File: src/verilog/sfr_consts.vh
/*
 * Constants for the core status and power control register block: direct
 * addresses, reset values, field positions and the working register layout.
 * Assumes it is included by bare name from the design files that need it.
 */
//
// Functional notes
// - The status word sits at direct address D0H, resets to 00H and holds carry, nibble carry, two user flags, bank select, range flag and parity.
// - Status bits 4 and 3 form a binary bank number 0 to 3 that picks the working register bank.
// - The power control register at 87H resets to 00H, is not bit addressable, and holds baud doubling, two wake enables, strobe disable, two spare flags, deep sleep and halt.
// - Every register other than the program counter and the working register banks lives in the special register area.
// - Unoccupied special register addresses hold no storage and may read back any value.
// - Single-bit access works only on special registers whose address ends in 0H or 8H.
// - Port 1 pins start as analog inputs and a pin's digital function is enabled only once software writes 0 to its port 1 bit.
// - At power-up the converter calibration registers load factory values, not zero.
// - The four banks of eight working registers fill the lowest 32 bytes of internal data memory, with the bank number fixing the base.
// - The special register area is reached only by direct addressing; indirect accesses there go to the upper 128 bytes of RAM.
`ifndef SFR_CONSTS_VH
`define SFR_CONSTS_VH

`define STATUS_ADDR     8'hD0
`define POWER_ADDR      8'h87
`define PORT1_ADDR      8'h90
`define CAL_OFFS_ADDR   8'hF3
`define CAL_GAIN_ADDR   8'hF4

`define STATUS_RESET    8'h00
`define POWER_RESET     8'h00
`define PORT1_RESET     8'hFF
`define CAL_OFFS_DEFAULT 8'h80
`define CAL_GAIN_DEFAULT 8'h80

`define STATUS_CARRY    7
`define STATUS_NIBBLE   6
`define STATUS_USER0    5
`define STATUS_BANK_HI  4
`define STATUS_BANK_LO  3
`define STATUS_RANGE    2
`define STATUS_USER1    1
`define STATUS_PARITY   0

`define POWER_BAUD       7
`define POWER_SER_WAKE   6
`define POWER_IRQ0_WAKE  5
`define POWER_STROBE_OFF 4
`define POWER_DEEP       1
`define POWER_HALT       0

`define SFR_AREA_BIT    7
`define BIT_AREA_LOW    3'h0
`define ZERO_BYTE       8'h00
`define BANK_SHIFT      3

`endif

File: src/verilog/sfr_block.v
/*
 * Core status word, power control, port 1 mode and calibration registers,
 * with direct-address decode of the special register area and the working
 * register banks. Assumes every input comes from core logic on clk_in and
 * that other peripherals answer reads through ext_rdata_in.
 */
`timescale 1ns/1ns
`include "sfr_consts.vh"
module sfr_block #(
  parameter [7:0] CAL_OFFS_FACTORY = `CAL_OFFS_DEFAULT,  // Factory offset trim.
  parameter [7:0] CAL_GAIN_FACTORY = `CAL_GAIN_DEFAULT   // Factory gain trim.
) (
  input  wire       clk_in,                    // Core clock, 10 MHz.
  input  wire       rst_in,                    // Power-on reset, async, high.
  input  wire [7:0] addr_in,                   // Data address of byte access.
  input  wire       indirect_in,               // Access is indirect.
  input  wire       wr_in,                     // Byte write strobe.
  input  wire       rd_in,                     // Byte read strobe.
  input  wire [7:0] wdata_in,                  // Byte write data.
  output reg  [7:0] rdata_out,                 // Byte read data, 1 cycle late.
  output wire       upper_ram_sel_out,         // Access goes to upper RAM.
  output wire       ext_sfr_sel_out,           // Access goes to another peripheral.
  input  wire [7:0] ext_rdata_in,              // Read data of other peripherals.
  input  wire [7:0] bit_addr_in,               // Bit address, 80H to FFH.
  input  wire       bit_wr_in,                 // Bit write strobe.
  input  wire       bit_rd_in,                 // Bit read strobe.
  input  wire       bit_wdata_in,              // Bit write value.
  output reg        bit_rdata_out,             // Bit read value, 1 cycle late.
  output wire       bit_refused_out,           // Bit access to a bit address below 80H.
  input  wire [7:0] acc_in,                    // Accumulator contents.
  input  wire       flag_wr_in,                // Arithmetic flag update.
  input  wire       carry_in,                  // New carry.
  input  wire       nibble_carry_in,           // New nibble carry.
  input  wire       range_in,                  // New overflow.
  input  wire [2:0] reg_index_in,              // Working register 0 to 7.
  input  wire       reg_wr_in,                 // Working register write.
  input  wire       reg_rd_in,                 // Working register read.
  input  wire [7:0] reg_wdata_in,              // Working register write data.
  output wire [7:0] reg_rdata_out,             // Working register data, 1 cycle late.
  output wire [7:0] bank_base_out,             // Base address of selected bank.
  output wire [7:0] status_word_out,           // Whole status word.
  output wire       baud_doubler_out,          // Double serial baud rate.
  output wire       serial_wake_enable_out,    // Serial wake-up enable.
  output wire       ext_irq0_wake_enable_out,  // External irq 0 wake-up enable.
  output wire       latch_strobe_disable_out,  // Address-latch strobe off.
  output wire       deep_sleep_enable_out,     // Power-down request.
  output wire       core_halt_enable_out,      // Idle request.
  output wire [7:0] port1_digital_en_out,      // Digital function per port 1 pin.
  output wire [7:0] cal_offset_out,            // Converter offset trim.
  output wire [7:0] cal_gain_out               // Converter gain trim.
);

  ////////////////////////////////////////////////////////////////////////////
  // Decode helpers.

  function is_bit_addressable;
    input [7:0] a;
    begin
      is_bit_addressable = a[`SFR_AREA_BIT] & (a[2:0] == `BIT_AREA_LOW);
    end
  endfunction

  function [7:0] set_bit;
    input [7:0] value;
    input [2:0] pos;
    input       b;
    reg   [7:0] tmp;
    begin
      tmp      = value;
      tmp[pos] = b;
      set_bit  = tmp;
    end
  endfunction

  reg  [7:0] cpu_status_word;
  reg  [7:0] power_control;
  reg  [7:0] port1_mode;
  reg  [7:0] cal_offset;
  reg  [7:0] cal_gain;
  reg  [7:0] next_status;
  reg  [7:0] next_power;
  reg  [7:0] next_port1;
  reg  [7:0] byte_view;
  reg  [7:0] bit_byte_view;

  wire       sfr_access;
  wire       hit_status;
  wire       hit_power;
  wire       hit_port1;
  wire       hit_offs;
  wire       hit_gain;
  wire       own_hit;
  wire [7:0] bit_byte_addr;
  wire       bit_ok;
  wire       bit_wr_ok;
  wire [1:0] bank;

  // Direct addresses in the upper half are special registers; indirect ones
  // there reach upper RAM instead, so the two never collide.
  assign sfr_access        = addr_in[`SFR_AREA_BIT] & ~indirect_in;
  assign upper_ram_sel_out = (wr_in | rd_in) & addr_in[`SFR_AREA_BIT]
                             & indirect_in;
  assign hit_status = sfr_access & (addr_in == `STATUS_ADDR);
  assign hit_power  = sfr_access & (addr_in == `POWER_ADDR);
  assign hit_port1  = sfr_access & (addr_in == `PORT1_ADDR);
  assign hit_offs   = sfr_access & (addr_in == `CAL_OFFS_ADDR);
  assign hit_gain   = sfr_access & (addr_in == `CAL_GAIN_ADDR);
  assign own_hit    = hit_status | hit_power | hit_port1 | hit_offs | hit_gain;
  // Every other special register, including test and unoccupied slots, is
  // handed to the rest of the chip; this block stores nothing for them.
  assign ext_sfr_sel_out = (wr_in | rd_in) & sfr_access & ~own_hit;

  ////////////////////////////////////////////////////////////////////////////
  // Bit access: the byte address is the bit address with its low three bits
  // cleared, so only addresses ending in 0H or 8H can ever be reached.

  assign bit_byte_addr   = {bit_addr_in[7:3], `BIT_AREA_LOW};
  assign bit_ok          = is_bit_addressable(bit_byte_addr);
  assign bit_wr_ok       = bit_wr_in & bit_ok;
  assign bit_refused_out = (bit_wr_in | bit_rd_in) & ~bit_ok;

  ////////////////////////////////////////////////////////////////////////////
  // Next register values. Byte write first, then bit write, then the
  // arithmetic flag update, so the core's own result is never lost.

  always @* begin
    next_status = cpu_status_word;
    next_power  = power_control;
    next_port1  = port1_mode;
    if (wr_in & hit_status) begin
      next_status = wdata_in;
    end
    if (bit_wr_ok & (bit_byte_addr == `STATUS_ADDR)) begin
      next_status = set_bit(next_status, bit_addr_in[2:0], bit_wdata_in);
    end
    if (flag_wr_in) begin
      next_status[`STATUS_CARRY]  = carry_in;
      next_status[`STATUS_NIBBLE] = nibble_carry_in;
      next_status[`STATUS_RANGE]  = range_in;
    end
    // Parity is rebuilt from the accumulator, so writes to it have no effect.
    next_status[`STATUS_PARITY] = ^acc_in;
    if (wr_in & hit_power) begin
      next_power = wdata_in;
    end
    if (wr_in & hit_port1) begin
      next_port1 = wdata_in;
    end
    if (bit_wr_ok & (bit_byte_addr == `PORT1_ADDR)) begin
      next_port1 = set_bit(next_port1, bit_addr_in[2:0], bit_wdata_in);
    end
  end

  always @(posedge clk_in or posedge rst_in) begin
    if (rst_in) begin
      cpu_status_word <= `STATUS_RESET;
      power_control   <= `POWER_RESET;
      port1_mode      <= `PORT1_RESET;
      cal_offset      <= CAL_OFFS_FACTORY;
      cal_gain        <= CAL_GAIN_FACTORY;
    end else begin
      cpu_status_word <= next_status;
      power_control   <= next_power;
      port1_mode      <= next_port1;
      if (wr_in & hit_offs) begin
        cal_offset <= wdata_in;
      end
      if (wr_in & hit_gain) begin
        cal_gain <= wdata_in;
      end
    end
  end

  ////////////////////////////////////////////////////////////////////////////
  // Read paths, one cycle of latency for both byte and bit reads.

  always @* begin
    case (1'b1)
      hit_status: byte_view = cpu_status_word;
      hit_power:  byte_view = power_control;
      hit_port1:  byte_view = port1_mode;
      hit_offs:   byte_view = cal_offset;
      hit_gain:   byte_view = cal_gain;
      default:    byte_view = ext_rdata_in;
    endcase
  end

  always @* begin
    case (bit_byte_addr)
      `STATUS_ADDR: bit_byte_view = cpu_status_word;
      `PORT1_ADDR:  bit_byte_view = port1_mode;
      default:      bit_byte_view = ext_rdata_in;
    endcase
  end

  always @(posedge clk_in or posedge rst_in) begin
    if (rst_in) begin
      rdata_out     <= `ZERO_BYTE;
      bit_rdata_out <= 1'b0;
    end else begin
      if (rd_in) begin
        rdata_out <= byte_view;
      end
      if (bit_rd_in) begin
        bit_rdata_out <= bit_ok & bit_byte_view[bit_addr_in[2:0]];
      end
    end
  end

  ////////////////////////////////////////////////////////////////////////////
  // Working registers and control outputs.

  assign bank = {cpu_status_word[`STATUS_BANK_HI], cpu_status_word[`STATUS_BANK_LO]};
  assign bank_base_out = {6'h00, bank} << `BANK_SHIFT;

  work_reg_ram u_work_regs (
    .clk_in    (clk_in),
    .wr_in     (reg_wr_in),
    .rd_in     (reg_rd_in),
    .addr_in   ({bank, reg_index_in}),
    .wdata_in  (reg_wdata_in),
    .rdata_out (reg_rdata_out)
  );

  assign status_word_out          = cpu_status_word;
  assign baud_doubler_out         = power_control[`POWER_BAUD];
  assign serial_wake_enable_out   = power_control[`POWER_SER_WAKE];
  assign ext_irq0_wake_enable_out = power_control[`POWER_IRQ0_WAKE];
  assign latch_strobe_disable_out = power_control[`POWER_STROBE_OFF];
  assign deep_sleep_enable_out    = power_control[`POWER_DEEP];
  assign core_halt_enable_out     = power_control[`POWER_HALT];
  // A port 1 pin is analog while its bit is 1, which it is from reset.
  assign port1_digital_en_out     = ~port1_mode;
  assign cal_offset_out           = cal_offset;
  assign cal_gain_out             = cal_gain;

endmodule

File: src/verilog/work_reg_ram.v
/*
 * Working register store: four banks of eight bytes, the lowest 32 bytes of
 * internal data memory. Read data come out of a register one cycle after the
 * read strobe. Assumes a single clock shared with the core.
 */
`timescale 1ns/1ns
module work_reg_ram (
  input  wire       clk_in,     // Core clock.
  input  wire       wr_in,      // Write strobe.
  input  wire       rd_in,      // Read strobe.
  input  wire [4:0] addr_in,    // Byte address 00H to 1FH.
  input  wire [7:0] wdata_in,   // Write data.
  output reg  [7:0] rdata_out   // Registered read data.
);

  reg [7:0] mem [0:31];

  // No reset on the array: working registers power up undefined, as in RAM.
  always @(posedge clk_in) begin
    if (wr_in) begin
      mem[addr_in] <= wdata_in;
    end
    if (rd_in) begin
      rdata_out <= mem[addr_in];
    end
  end

endmodule

File: config.mk
export PLATFORM = sky130hd
export DESIGN_NAME = sfr_block
export DESIGN_NICKNAME = d
export VERILOG_FILES = /design/src/verilog/sfr_block.v /design/src/verilog/work_reg_ram.v
export VERILOG_INCLUDE_DIRS = /design/src /design/src/verilog
export SDC_FILE = /design/constraint.sdc
export NUM_CORES = 1
export LEC_CHECK = 0
export ABC_AREA = 1
export BUFFER_PORTS_ARGS = -buffer_cell sky130_fd_sc_hd__buf_4
export CAP_MARGIN = 10
export CORE_ASPECT_RATIO = 1.75
export CORE_MARGIN = 1
export CORE_UTILIZATION = 60
export DETAILED_ROUTE_END_ITERATION = 12
export GPL_TIMING_DRIVEN = 0
export HOLD_SLACK_MARGIN = 0.1
export PLACE_DENSITY = 0.8
export SKIP_CTS_REPAIR_TIMING = 1
export SKIP_LAST_GASP = 1
export SYNTH_ARGS = -nofsm -noshare
export SYNTH_HDL_FRONTEND = slang
export SYNTH_HIERARCHICAL = 1
export SYNTH_SLANG_ARGS = --single-unit
File: constraint.sdc
create_clock -name clk_in -period 2.3 [get_ports clk_in]
set_clock_uncertainty 0.2 [all_clocks]
set_input_delay 0.23 -clock clk_in [delete_from_list [all_inputs] [get_ports clk_in]]
set_output_delay 0.23 -clock clk_in [all_outputs]
set_load 0.005 [all_outputs]
==> impl_metrics.csv <==
group,metric,value,unit
clocking,htree_levels,1,
timing,clock.fmax,407,MHz
floorplan,pin_count,131,
floorplan,placementRows,74,
yosys,synth_edf_count,264,
final_layout,fillerInstances,1630,
timing,rsz0062_at_grt,"true",
clocking,clock_path_buffers,3,
clocking,cts_buffers,27,
clocking,insertion_delay,0.55,ns
floorplan,coreArea,23500,sq um
timing,hold_viol_final,0,
yosys,synthTopCellsByCount,"nand2_1 (878), edfxtp_1 (264), inv_1 (84)",
yosys,synth_largest_area_cell,"edfxtp_1",
setup_path,critical_path_class,"reg2reg",
global_route,grtUsageTotal,33.4,%
route,drc,0,
setup_path,crit_chain,"buf_2 -> inv_2 -> nor3_4 -> inv_2 -> nor2_2",
global_route,antenna_found_initial,0,
yosys,synth.most_common_cell,"nand2_1",
min_path,hp-class,"in2reg",
timing,layout_min_cycle_time,2.46,ns
timing,drv_slew,0,
yosys,synth-seq-cells,313,
final_layout,fin_cells,2129,
clocking,cts_tree,"done",
final_layout,antennaDiodeCount,0,
timing,period_share,107,%
flow_run,max_cap_violations,0,
setup_path,worst-path-buf-inv,3,
setup_path,crit_slowest_cell,"dfrtp_1",
setup_path,cpPeakStageDelay,0.46,ns
timing,tightest_slew,0.933,ns
floorplan,die_h,207,um
clocking,root_buffer,"clkbuf_16",
route,vias,11926,
placed_design,hpwl,28.8,mm
power,leakage,7.89,nW
yosys,avgSynthCellArea,9.13,sq um
global_route,grt_overflow,0,
power,ir_drop,577,uV
clocking,clkTransAtPathRegs,0.07,ns
setup_path,worstSetupStartpointType,"flop",
setup_path,critical_path_arrival,2.45,ns
route,drt_iter0_drc,913,
floorplan,dieArea,24700,sq um
final_layout,nNetsFinal,1869,
outcome,violations,"setup timing",
yosys,synth_area_leaders,"edfxtp_1 (55%), nand2_1 (23%), dfrtp_1 (6.8%), inv_1 (2.2%), nor2_1 (2.1%)",
setup_path,worst_path_most_repeated_cell,"inv_2",
route,routed_wl,42.3,mm
final_layout,utilization,74.6,%
final_layout,drive_above_1_share,17.3,%
floorplan,start_util,61.4,%
yosys,synth.distinct_cells,32,
route,ant_nets,0,
power,cellPowerDensity,702,nW/um^2
placed_design,port_buffers,121,
yosys,ys_warn_count,6,
global_route,grt_max_degree,38,
route,viasPerCell,5.60,
floorplan,die_x,119,um
placed_design,place.gp.congestion,1.05,
yosys,syn_inst,1580,
clocking,cts_sinks,313,
setup_path,critPathMaxFanout,9,
yosys,netlist_area,14400,sq um
yosys,synthFlopType,"edfxtp_1",
timing,setup_viol_count_final,82,
global_route,grt_pass1_wl,60.8,mm
timing,setup_slack,-0.159,ns
final_layout,synthToLayoutAreaGrowth,21.6,%
yosys,ys_async_sr_fraction,15.7,%
setup_path,cp_top_family,"simple AND/OR/NAND/NOR gates",
setup_path,cp_data_required_time,2.29,ns
route,drt_pre_antenna_iters,9,
outcome,status,"finished with violations",
placed_design,post-place-cells,2011,
timing,slew_headroom,37.6,%
yosys,synth_seq_area_share,63.5,%
final_layout,multi_input_area,4760,sq um
final_layout,register_area,9170,sq um
global_route,grt_pass1_vias,11463,
yosys,yosysTopAreaCellShare,54.9,%
setup_path,critical_path.endpoint_type,"flop",
route,wl_per_cell,19.9,um
-- worst paths after layout --
| path | from | to | slack, ns | cells after the start |
|---|---|---|---|---|
| worst max-delay path | status_word_out[4]$_DFF_PP0_ | u_work_regs/mem[17][0]$_DFFE_PP_ | -0.16 | 5 |
| worst min-delay path | addr_in[4] | rdata_out[1]$_DFFE_PP0P_ | 0.04 | 7 |
| worst max register to register | status_word_out[4]$_DFF_PP0_ | u_work_regs/mem[17][0]$_DFFE_PP_ | -0.16 | 5 |
| worst min register to register | rdata_out[6]$_DFFE_PP0P_ | rdata_out[6]$_DFFE_PP0P_ | 0.29 | 2 |
| max in group asynchronous | rst_in | port1_mode[5]$_DFF_PP1_ | 0.77 | 5 |
| min in group asynchronous | rst_in | power_control[5]$_DFFE_PP0P_ | 0.55 | 4 |
-- metrics by stage --
stage	setup slack, ns	hold slack, ns	setup TNS (ns)	total power, W	area, sq um
6_report	-0.159	0.0399	-4.11	0.0123	17600
5_1_grt	-0.255	0.110	-7.29	0.0127	17600
4_1_cts	-0.500	-0.578	-60.18	0.0122	16700
3_5_place_dp	-0.676	-0.000666	-99.16	0.00761	15800
3_3_place_gp	-0.619	0.250	-91.87	0.00758	15700
2_1_floorplan	0.250	0.129	0	0.00704	14500
-- final cells by class --
type                    count  share of cell area (%)
plain buffers              61                    2.10
clock buffers              28                    3.87
clock inverters            22                    1.35
inverters                  99                    2.12
multi-input cells        1112                    27.1
flip-flops and latches    313                    52.2
well taps                 304                    2.17
repair buffers            190                    9.07
-- state kept, by name, indices dropped and copies added (netlist names) --
register	count
u_work_regs/mem	256
cal_gain_out	8
cal_offset_out	8
port1_mode	8
power_control	8
rdata_out	8
status_word_out	8
u_work_regs/rdata_out	8
bit_rdata_out	1
-- worst reg2reg max path: cells and delay by family (launching register included) --
kind,cells,cell delay (ns)
and+or+nand+nor,2,0.81
buffers and inverters,3,0.63
DFF,1,0.46
-- cell families after synthesis --
| logic type | Yosys count | share of synthesized area (%) |
|---|---|---|
| AND/OR/NAND/NOR | 1039 | 28.6 |
| other | 1 | 0.0260 |
| buffers and inverters | 160 | 5.14 |
| XOR/XNOR | 7 | 0.425 |
| AO/OA/AOI/OAI | 60 | 2.28 |
| flip-flops | 313 | 63.5 |
-- where the power goes --
group	total, W	internal [W]	leakage, nW	switching, W
registers	0.00636	0.00629	3.00	0.0000706
logic	0.00132	0.000489	4.46	0.000835
clock network	0.00463	0.00254	0.432	0.00209
total	0.0123	0.00932	7.89	0.00300
-- routing by layer --
layer | track usage, % | routed length [um]
met4 | 27.3 | 3530
met2 | 62.1 | 22600
met1 | 32.9 | 13200
met3 | 3.25 | 2950
met5 | 0 | 0
-- cells in the final DEF, fill, tap and decap left out, types with 5 or more instances in the layout --
cell type,n
nor2_1,50
nand4_1,11
nand3_1,31
clkinvlp_4,6
dfrtp_1,39
dfstp_2,10
nor2_4,21
o21ai_1,7
nor3_1,5
o211ai_1,5
edfxtp_1,264
conb_1,6
xnor2_1,6
inv_1,83
o22ai_1,7
nand2_2,7
nor2_2,21
buf_2,25
dlygate4sd3_1,61
nor3_4,8
clkbuf_1,12
buf_4,149
o21ai_0,28
a21oi_1,11
clkbuf_16,27
nand2_1,878
inv_2,14
clkinv_2,5
(Power assumes the default switching activity.)
